[src/verilog/uart_defs.svh]
`ifndef UART_DEFS_SVH
`define UART_DEFS_SVH

// clock
`define CLK_HZ_DEF      10_000_000
`define CLK_PERIOD_NS   100

// register byte offsets
`define OFF_TX_CFG      8'h00
`define OFF_RX_CFG      8'h04
`define OFF_CTRL        8'h08
`define OFF_TX_DATA     8'h0C
`define OFF_RX_DATA     8'h10
`define OFF_STATUS      8'h14
`define OFF_MASK        8'h18

// reset values: 110 bit/s, 7 bits, 2 stop bits, even parity
`define TX_CFG_RST      9'h0E0
`define RX_CFG_RST      9'h0E0
`define CTRL_RST        1'b0
`define MASK_RST        5'h00

// ctrl and status fields
`define CTRL_MODE_BIT   0
`define STS_TX_DONE     0
`define STS_RX_READY    1
`define STS_PAR_ERR     2
`define STS_FRAME_ERR   3
`define STS_OVERRUN     4
`define STS_W           5

// selectable baud rates, bit/s
`define BAUD_R0         110
`define BAUD_R1         150
`define BAUD_R2         300
`define BAUD_R3         600
`define BAUD_R4         1200
`define BAUD_R5         2400
`define BAUD_R6         4800
`define BAUD_R7         9600
`define BAUD_R8         19200
`define BAUD_R9         38400

// data length code 0..3 means 5..8 bits
`define LEN_BASE        3'h4

`endif

[src/verilog/uart_pkg.sv]
package uart_pkg;

  typedef enum logic [1:0] {
    PAR_NONE = 2'h0,
    PAR_EVEN = 2'h1,
    PAR_ODD  = 2'h2
  } parity_e;

  // layout of the tx and rx configuration registers
  typedef struct packed {
    parity_e    parity;
    logic       stop2;
    logic [1:0] len;
    logic [3:0] baud;
  } chan_cfg_s;

  typedef enum logic [4:0] {
    TX_IDLE  = 5'b00001,
    TX_START = 5'b00010,
    TX_DATA  = 5'b00100,
    TX_PAR   = 5'b01000,
    TX_STOP  = 5'b10000
  } tx_state_e;

  typedef enum logic [4:0] {
    RX_IDLE  = 5'b00001,
    RX_START = 5'b00010,
    RX_DATA  = 5'b00100,
    RX_PAR   = 5'b01000,
    RX_STOP  = 5'b10000
  } rx_state_e;

endpackage : uart_pkg

[src/verilog/overhead_overhead_char_channel_mode_char_link.sv]
// Chosen here: the AHB-Lite register port and the address map.
`timescale 1ns/10ps
`default_nettype none
`include "uart_defs.svh"

module overhead_overhead_char_channel_mode_char_link #(
  parameter int unsigned CLK_HZ = `CLK_HZ_DEF
) (
  // clock and reset
  input  wire logic        sys_clk_in,
  input  wire logic        reset_n_in,
  // ahb-lite slave
  input  wire logic        hsel_in,
  input  wire logic [31:0] haddr_in,
  input  wire logic [1:0]  htrans_in,
  input  wire logic        hwrite_in,
  input  wire logic [2:0]  hsize_in,
  input  wire logic        hready_in,
  input  wire logic [31:0] hwdata_in,
  output logic      [31:0] hrdata_out,
  output logic             hreadyout_out,
  output logic             hresp_out,
  // option hardware, serial line, interrupt
  input  wire logic        option_fitted_in,
  input  wire logic        rx_in,
  output logic             tx_out,
  output logic             irq_out
);
  import uart_pkg::*;

  // ****************************************************************
  // helpers
  // ****************************************************************
  function automatic logic [16:0] baud_div(input logic [3:0] idx);
    int unsigned r;
    case (idx)
      4'h1:    r = `BAUD_R1;
      4'h2:    r = `BAUD_R2;
      4'h3:    r = `BAUD_R3;
      4'h4:    r = `BAUD_R4;
      4'h5:    r = `BAUD_R5;
      4'h6:    r = `BAUD_R6;
      4'h7:    r = `BAUD_R7;
      4'h8:    r = `BAUD_R8;
      4'h9:    r = `BAUD_R9;
      default: r = `BAUD_R0;
    endcase
    return 17'(CLK_HZ / r);
  endfunction : baud_div

  function automatic logic [7:0] len_mask(input logic [1:0] len);
    return 8'(8'hFF >> (2'd3 - len));
  endfunction : len_mask

  // ****************************************************************
  // declarations
  // ****************************************************************
  chan_cfg_s          tx_cfg_q, tx_cfg_d, rx_cfg_q, rx_cfg_d;
  logic               mode_q, mode_d, wr_q, wr_d, irq_q, irq_d;
  logic [7:0]         addr_q, addr_d, rx_data_q, rx_data_d;
  logic [`STS_W-1:0]  sts_q, sts_d, mask_q, mask_d;
  logic [31:0]        rdata_q, rdata_d;
  logic               active, take, tx_load;
  tx_state_e          tx_st_q, tx_st_d;
  logic [16:0]        tx_cnt_q, tx_cnt_d, tx_div;
  logic [2:0]         tx_idx_q, tx_idx_d, tx_last;
  logic [7:0]         tx_sh_q, tx_sh_d;
  logic               tx_par_q, tx_par_d, tx_stp_q, tx_stp_d;
  logic               tx_line_q, tx_line_d, tx_tick, tx_done_evt;
  rx_state_e          rx_st_q, rx_st_d;
  logic [16:0]        rx_cnt_q, rx_cnt_d, rx_div;
  logic [2:0]         rx_idx_q, rx_idx_d, rx_last;
  logic [7:0]         rx_sh_q, rx_sh_d;
  logic               rx_par_q, rx_par_d, rx_stp_q, rx_stp_d, rx_tick;
  logic               rx_done_evt, rx_pe_evt, rx_fe_evt;

  assign active = mode_q && option_fitted_in;

  // ****************************************************************
  // bus slave, registers and interrupt
  // ****************************************************************
  always_comb
  begin
    take      = hsel_in && htrans_in[1] && hready_in;
    tx_cfg_d  = tx_cfg_q;
    rx_cfg_d  = rx_cfg_q;
    mode_d    = mode_q;
    mask_d    = mask_q;
    sts_d     = sts_q;
    wr_d      = take && hwrite_in;
    addr_d    = take ? haddr_in[7:0] : addr_q;
    rdata_d   = 32'h0;
    // data phase of a write
    if (wr_q)
    begin
      if (addr_q == `OFF_TX_CFG)
        tx_cfg_d = chan_cfg_s'(hwdata_in[8:0]);
      else if (addr_q == `OFF_RX_CFG)
        rx_cfg_d = chan_cfg_s'(hwdata_in[8:0]);
      else if (addr_q == `OFF_CTRL)
        mode_d = hwdata_in[`CTRL_MODE_BIT];
      else if (addr_q == `OFF_MASK)
        mask_d = hwdata_in[`STS_W-1:0];
    end
    // read data is prepared at the address phase
    if (take && !hwrite_in)
    begin
      if (haddr_in[7:0] == `OFF_TX_CFG)
        rdata_d[8:0] = tx_cfg_q;
      else if (haddr_in[7:0] == `OFF_RX_CFG)
        rdata_d[8:0] = rx_cfg_q;
      else if (haddr_in[7:0] == `OFF_CTRL)
        rdata_d[0] = mode_q;
      else if (haddr_in[7:0] == `OFF_RX_DATA)
        rdata_d[7:0] = rx_data_q;
      else if (haddr_in[7:0] == `OFF_STATUS)
      begin
        rdata_d = {22'h0, active, (tx_st_q != TX_IDLE), 3'h0, sts_q};
        sts_d   = '0;
      end
      else if (haddr_in[7:0] == `OFF_MASK)
        rdata_d[`STS_W-1:0] = mask_q;
    end
    // new events win over the read clear
    sts_d[`STS_TX_DONE]   = sts_d[`STS_TX_DONE] | tx_done_evt;
    sts_d[`STS_RX_READY]  = sts_d[`STS_RX_READY] | rx_done_evt;
    sts_d[`STS_PAR_ERR]   = sts_d[`STS_PAR_ERR] | rx_pe_evt;
    sts_d[`STS_FRAME_ERR] = sts_d[`STS_FRAME_ERR] | rx_fe_evt;
    sts_d[`STS_OVERRUN]   = sts_d[`STS_OVERRUN]
                            | (rx_done_evt && sts_q[`STS_RX_READY]);
    irq_d = |(sts_q & mask_q);
  end

  always_ff @(posedge sys_clk_in)
  begin
    if (!reset_n_in)
    begin
      tx_cfg_q <= chan_cfg_s'(`TX_CFG_RST);
      rx_cfg_q <= chan_cfg_s'(`RX_CFG_RST);
      mode_q   <= `CTRL_RST;
      mask_q   <= `MASK_RST;
      sts_q    <= '0;
      wr_q     <= 1'b0;
      addr_q   <= 8'h00;
      rdata_q  <= 32'h0;
      irq_q    <= 1'b0;
    end
    else
    begin
      tx_cfg_q <= tx_cfg_d;
      rx_cfg_q <= rx_cfg_d;
      mode_q   <= mode_d;
      mask_q   <= mask_d;
      sts_q    <= sts_d;
      wr_q     <= wr_d;
      addr_q   <= addr_d;
      rdata_q  <= rdata_d;
      irq_q    <= irq_d;
    end
  end

  assign hrdata_out    = rdata_q;
  assign hreadyout_out = 1'b1;
  assign hresp_out     = 1'b0;
  assign irq_out       = irq_q;

  // ****************************************************************
  // transmitter
  // ****************************************************************
  always_comb
  begin
    tx_div      = baud_div(tx_cfg_q.baud);
    tx_last     = 3'(tx_cfg_q.len) + `LEN_BASE;
    tx_load     = wr_q && (addr_q == `OFF_TX_DATA) && active
                  && (tx_st_q == TX_IDLE);
    tx_tick     = (tx_cnt_q == 17'h0);
    tx_st_d     = tx_st_q;
    tx_cnt_d    = tx_tick ? tx_cnt_q : tx_cnt_q - 17'h1;
    tx_idx_d    = tx_idx_q;
    tx_sh_d     = tx_sh_q;
    tx_par_d    = tx_par_q;
    tx_stp_d    = tx_stp_q;
    tx_done_evt = 1'b0;
    if (!active)
      tx_st_d = TX_IDLE;
    else
      case (tx_st_q)
        TX_IDLE:
          if (tx_load)
          begin
            tx_st_d  = TX_START;
            tx_cnt_d = tx_div - 17'h1;
            tx_sh_d  = hwdata_in[7:0];
            tx_par_d = (^(hwdata_in[7:0] & len_mask(tx_cfg_q.len)))
                       ^ (tx_cfg_q.parity == PAR_ODD);
            tx_idx_d = 3'h0;
            tx_stp_d = 1'b0;
          end
        TX_START:
          if (tx_tick)
          begin
            tx_st_d  = TX_DATA;
            tx_cnt_d = tx_div - 17'h1;
          end
        TX_DATA:
          if (tx_tick)
          begin
            tx_cnt_d = tx_div - 17'h1;
            tx_sh_d  = tx_sh_q >> 1;
            tx_idx_d = tx_idx_q + 3'h1;
            if (tx_idx_q == tx_last)
              tx_st_d = (tx_cfg_q.parity == PAR_EVEN
                         || tx_cfg_q.parity == PAR_ODD) ? TX_PAR : TX_STOP;
          end
        TX_PAR:
          if (tx_tick)
          begin
            tx_st_d  = TX_STOP;
            tx_cnt_d = tx_div - 17'h1;
          end
        TX_STOP:
          if (tx_tick)
          begin
            if (tx_cfg_q.stop2 && !tx_stp_q)
            begin
              tx_stp_d = 1'b1;
              tx_cnt_d = tx_div - 17'h1;
            end
            else
            begin
              tx_st_d     = TX_IDLE;
              tx_done_evt = 1'b1;
            end
          end
        default:
          tx_st_d = TX_IDLE;
      endcase
    case (tx_st_d)
      TX_START: tx_line_d = 1'b0;
      TX_DATA:  tx_line_d = tx_sh_d[0];
      TX_PAR:   tx_line_d = tx_par_d;
      default:  tx_line_d = 1'b1;
    endcase
  end

  always_ff @(posedge sys_clk_in)
  begin
    if (!reset_n_in)
    begin
      tx_st_q   <= TX_IDLE;
      tx_cnt_q  <= 17'h0;
      tx_idx_q  <= 3'h0;
      tx_sh_q   <= 8'h00;
      tx_par_q  <= 1'b0;
      tx_stp_q  <= 1'b0;
      tx_line_q <= 1'b1;
    end
    else
    begin
      tx_st_q   <= tx_st_d;
      tx_cnt_q  <= tx_cnt_d;
      tx_idx_q  <= tx_idx_d;
      tx_sh_q   <= tx_sh_d;
      tx_par_q  <= tx_par_d;
      tx_stp_q  <= tx_stp_d;
      tx_line_q <= tx_line_d;
    end
  end

  assign tx_out = tx_line_q;

  // ****************************************************************
  // receiver
  // ****************************************************************
  always_comb
  begin
    rx_div      = baud_div(rx_cfg_q.baud);
    rx_last     = 3'(rx_cfg_q.len) + `LEN_BASE;
    rx_tick     = (rx_cnt_q == 17'h0);
    rx_st_d     = rx_st_q;
    rx_cnt_d    = rx_tick ? rx_cnt_q : rx_cnt_q - 17'h1;
    rx_idx_d    = rx_idx_q;
    rx_sh_d     = rx_sh_q;
    rx_par_d    = rx_par_q;
    rx_stp_d    = rx_stp_q;
    rx_data_d   = rx_data_q;
    rx_done_evt = 1'b0;
    rx_pe_evt   = 1'b0;
    rx_fe_evt   = 1'b0;
    if (!active)
      rx_st_d = RX_IDLE;
    else
      case (rx_st_q)
        RX_IDLE:
          if (!rx_in)
          begin
            rx_st_d  = RX_START;
            rx_cnt_d = 17'(rx_div >> 1) - 17'h1;
          end
        RX_START:
          if (rx_tick)
          begin
            rx_st_d  = rx_in ? RX_IDLE : RX_DATA;
            rx_cnt_d = rx_div - 17'h1;
            rx_idx_d = 3'h0;
            rx_sh_d  = 8'h00;
            rx_par_d = 1'b0;
          end
        RX_DATA:
          if (rx_tick)
          begin
            rx_sh_d[rx_idx_q] = rx_in;
            rx_par_d = rx_par_q ^ rx_in;
            rx_cnt_d = rx_div - 17'h1;
            rx_idx_d = rx_idx_q + 3'h1;
            rx_stp_d = 1'b0;
            if (rx_idx_q == rx_last)
              rx_st_d = (rx_cfg_q.parity == PAR_EVEN
                         || rx_cfg_q.parity == PAR_ODD) ? RX_PAR : RX_STOP;
          end
        RX_PAR:
          if (rx_tick)
          begin
            rx_par_d = rx_par_q ^ rx_in;
            rx_cnt_d = rx_div - 17'h1;
            rx_st_d  = RX_STOP;
          end
        RX_STOP:
          if (rx_tick)
          begin
            if (!rx_in)
            begin
              rx_fe_evt = 1'b1;
              rx_st_d   = RX_IDLE;
            end
            else if (rx_cfg_q.stop2 && !rx_stp_q)
            begin
              rx_stp_d = 1'b1;
              rx_cnt_d = rx_div - 17'h1;
            end
            else
            begin
              rx_done_evt = 1'b1;
              rx_data_d   = rx_sh_q;
              rx_pe_evt   = (rx_cfg_q.parity == PAR_EVEN
                             || rx_cfg_q.parity == PAR_ODD)
                            && (rx_par_q
                                != (rx_cfg_q.parity == PAR_ODD));
              rx_st_d     = RX_IDLE;
            end
          end
        default:
          rx_st_d = RX_IDLE;
      endcase
  end

  always_ff @(posedge sys_clk_in)
  begin
    if (!reset_n_in)
    begin
      rx_st_q   <= RX_IDLE;
      rx_cnt_q  <= 17'h0;
      rx_idx_q  <= 3'h0;
      rx_sh_q   <= 8'h00;
      rx_par_q  <= 1'b0;
      rx_stp_q  <= 1'b0;
      rx_data_q <= 8'h00;
    end
    else
    begin
      rx_st_q   <= rx_st_d;
      rx_cnt_q  <= rx_cnt_d;
      rx_idx_q  <= rx_idx_d;
      rx_sh_q   <= rx_sh_d;
      rx_par_q  <= rx_par_d;
      rx_stp_q  <= rx_stp_d;
      rx_data_q <= rx_data_d;
    end
  end
endmodule : overhead_overhead_char_channel_mode_char_link
`default_nettype wire

[config.mk]
export PLATFORM = sky130hd
export DESIGN_NAME = overhead_overhead_char_channel_mode_char_link
export DESIGN_NICKNAME = d
export VERILOG_FILES = /design/src/verilog/uart_pkg.sv /design/src/verilog/overhead_overhead_char_channel_mode_char_link.sv
export VERILOG_INCLUDE_DIRS = /design/src /design/src/verilog
export SDC_FILE = /design/constraint.sdc
export NUM_CORES = 2
export LEC_CHECK = 0
export ABC_CLOCK_PERIOD_IN_PS = 84200
export BUFFER_PORTS_ARGS = -buffer_cell sky130_fd_sc_hd__clkbuf_2
export CAP_MARGIN = 5
export CORE_UTILIZATION = 45
export CTS_BUF_LIST = sky130_fd_sc_hd__clkbuf_4 sky130_fd_sc_hd__clkbuf_8 sky130_fd_sc_hd__clkbuf_16
export DETAILED_ROUTE_END_ITERATION = 8
export GPL_TIMING_DRIVEN = 0
export PLACE_DENSITY = 0.71
export SLEW_MARGIN = 40
export SYNTH_ARGS = -nofsm -noshare
export SYNTH_HDL_FRONTEND = slang
export SYNTH_SLANG_ARGS = --single-unit
[constraint.sdc]
create_clock -name sys_clk_in -period 84.2 [get_ports sys_clk_in]
set_clock_uncertainty 0.05 [all_clocks]
set_input_delay 0 -clock sys_clk_in [delete_from_list [all_inputs] [get_ports sys_clk_in]]
set_output_delay 0 -clock sys_clk_in [all_outputs]
set_load 0.01 [all_outputs]
==> results.tsv <==
metric	value	unit
status	completed	
Async SR Flop Fraction	0	
layout cells sized above 1	0.1434	
filler cell count	11865	
Synth Area in Compound Gates	0.3338	
mux cell area share after synthesis	0.05921	
Core ar.	0.1225	mm2
fmax	0.01247	GHz
Seq cells post-synth	158	
Syn Area/Cell	6.871	um2
Multi-input gate area	0.05258	mm2
htree depth	4	
Slew Limit Fails	0	
CTS sink cnt	158	
CP required	84540	ps
final WL	196.9	mm
Worst-path clk slew	80	ps
Setup crit start kind	register	
maxcap violations	0	
first-pass GRT wire length	306.3	mm
Congestion Overflow GR	0	
Primary FF master, synth	dfxtp_1	
CTS tree	done	
Num CTS Buffers	17	
Adder-Cell Fraction of Synth Area	0.1509	
Max Root-Sink Buffers	2	
Total GRT Usage	0.2916	
setup violators final	0	
WL/cell	19.51	um
critical path type	register to register	
Cells after Synth	8132	
Hold Startpoint	haddr_in[3]	
Die Width	354.4	um
Post-Synth Simple-Gate Area	0.2742	
Final WS setup	4015	ps
DRC	0	
Yosys warnings	0	
EDFF count, synth	0	
critical path arrival	80520	ps
Die Area	0.1256	mm2
worst slew pin tran	1014	ps
HP Class	input pin to register	
Max FO, Critical Path	13	
max incr delay on CP	600	ps
largest family of logic cells by synthesized area	compound AO/OA/AOI/OAI gates	
vias in the first global route	58634	
Post-Syn Area	0.05588	mm2
post-route cell area	0.06384	mm2
via count	64470	
Area after DPL	0.05842	mm2
Slew Limit Headroom	0.3228	
die height	354.4	um
DRT antenna net count	0	
Starting DRT DRC Count	6192	
Detailed Place HPWL	151.4	mm
Tcrit/Tclk final	0.9523	
fin nets	9201	
I/O Pins	112	
Initial Utilization	0.4561	
Seq/Total Area, Yosys	0.05661	
Syn-to-layout area delta	14.25	%
Core Rows	128	
initial antenna violation count	1	
Critical Path Slowest Stage Cell	or4_4	
Pre-Repair DR Iteration Count	8	
clk_lat worst skew	500	ps
Synth cell types	139	
register area	0.003173	mm2
root buffer cell	clkbuf_16	
GPL Wtd Cong	0.9708	
Top cell by count, worst path	a21o_1	
Tmin final	80180	ps
Worst setup EP type	register	
XOR/XNOR share of the synthesized area	0.08088	
mean number of vias per cell	6.389	
dpl ws	-16470	ps
largest net degree at the start of global routing	36	
Port-buffer cells	33	
Fin. Hold Viols	0	
-- metal layers --
layer  vias up  GRT usage  share of wire
li1      30984          -              -
met3       342    0.04226          0.084
met2      2669     0.4630           0.43
met4         0    0.07474          0.028
met1     30475     0.4090           0.45
met5         -          0              0
-- worst max-delay path, delay by kind of cell (launching register included) --
| family | cells | cell delay, ps |
|---|---|---|
| AO/OA/AOI/OAI | 233 | 39940 |
| XOR/XNOR | 2 | 400 |
| adder cells (fa/ha/maj) | 31 | 9410 |
| buffers and inverters | 49 | 8260 |
| flip-flops | 1 | 390 |
| multiplexers | 8 | 2760 |
| AND/OR/NAND/NOR | 123 | 18710 |
-- per-stage QoR --
| step | utilization | cells | hold WS, ps | TNS, ps |
|---|---|---|---|---|
| 5_1_grt | 0.5210 | 10090 | 81.65 | -4977 |
| 3_5_place_dp | 0.4768 | 9822 | 211.1 | -521570 |
| 2_1_floorplan | - | 8156 | 78.73 | 0 |
| 6_report | 0.5210 | 10091 | 34.98 | 0 |
| 3_3_place_gp | 0.4747 | 9814 | 204.8 | -497780 |
| 4_1_cts | 0.4983 | 9932 | 8.168 | 0 |
-- synth_stat cells (57+ instances only) --
cell type	number	area, um2
a211oi_1	78	585.6
a21boi_0	60	450.4
a21o_1	334	2507
a21oi_1	723	3618
a31oi_1	96	600.6
and2_1	147	919.6
and3_1	79	494.2
clkbuf_1	191	716.9
dfxtp_1	158	3163
ha_1	674	8433
inv_1	332	1246
mux2_2	195	2196
mux2i_1	107	1071
nand2_1	738	2770
nand2b_1	206	1289
nand3_1	232	1161
nand4_1	90	563.0
nor2_1	796	2988
nor2b_1	131	819.5
nor3_1	217	1086
nor4_1	58	362.9
o211ai_1	75	563.0
o21a_1	173	1299
o21ai_0	534	2673
o31ai_1	126	945.9
or2_2	57	356.6
or3_1	85	531.8
xnor2_1	336	2943
xor2_1	180	1577
-- area by class of cell --
cell class / count / share of cell area
Inverter: 340 / 0.02070
Clock inverter: 15 / 0.003058
Tap cell: 1625 / 0.03185
Sequential cell: 158 / 0.04970
Timing Repair Buffer: 286 / 0.03495
Clock buffer: 17 / 0.006664
Multi-Input combinational cell: 7384 / 0.8236
Antenna cell: 2 / 0.00007840
Buffer: 264 / 0.02936
-- placed cells by master, fill, tap and decap left out, types with 34 or more instances in the layout --
| cell | n |
|---|---|
| a211o_1 | 37 |
| a211oi_1 | 71 |
| a21boi_0 | 55 |
| a21o_1 | 327 |
| a21oi_1 | 672 |
| a21oi_2 | 43 |
| a22oi_1 | 34 |
| a31oi_1 | 88 |
| and2_1 | 141 |
| and3_1 | 78 |
| and4_1 | 37 |
| buf_4 | 275 |
| clkbuf_1 | 91 |
| clkbuf_2 | 45 |
| dfxtp_1 | 154 |
| ha_1 | 634 |
| inv_1 | 305 |
| mux2_2 | 195 |
| mux2i_1 | 103 |
| nand2_1 | 721 |
| nand2b_1 | 201 |
| nand3_1 | 225 |
| nand4_1 | 90 |
| nor2_1 | 763 |
| nor2b_1 | 125 |
| nor3_1 | 197 |
| nor4_1 | 48 |
| o211ai_1 | 75 |
| o21a_1 | 169 |
| o21ai_0 | 457 |
| o21ai_1 | 89 |
| o21bai_1 | 49 |
| o31ai_1 | 117 |
| or2_2 | 56 |
| or3_1 | 82 |
| xnor2_1 | 335 |
| xor2_1 | 180 |
-- cells by family (layout without fill, tap and decap cells) --
| family | Yosys count | count (layout) |
|---|---|---|
| simple gates | 3053 | 3054 |
| other cells | 2 | 28 |
| buf+inv | 616 | 922 |
| xor+xnor | 516 | 516 |
| compound gates | 2808 | 2809 |
| flops | 158 | 158 |
| fa+ha+maj | 674 | 674 |
| mux | 305 | 305 |
-- worst paths after layout --
| check | endpoint | slack, ps | cells after the start |
|---|---|---|---|
| worst max-delay path | tx_cnt_q[16] | 4020 | 446 |
| worst min-delay path | hrdata_out[3] | 30 | 5 |
| worst max register to register | tx_cnt_q[16] | 4020 | 446 |
| worst min register to register | rx_sh_q[0] | 410 | 2 |
-- what timing repair did --
action                     in CTS  in global routing
hold buffers                   18                  0
gates resized for setup       400                468
pin swaps                      42                132
buffers inserted               64                162
cloned                          1                  1
hold endpoints to repair       32                  0
setup endpoints to repair      34                 34
Power is left out: the tool's default activity adds up to more than one toggle a clock period on the data nets, which glitch-free logic cannot reach.
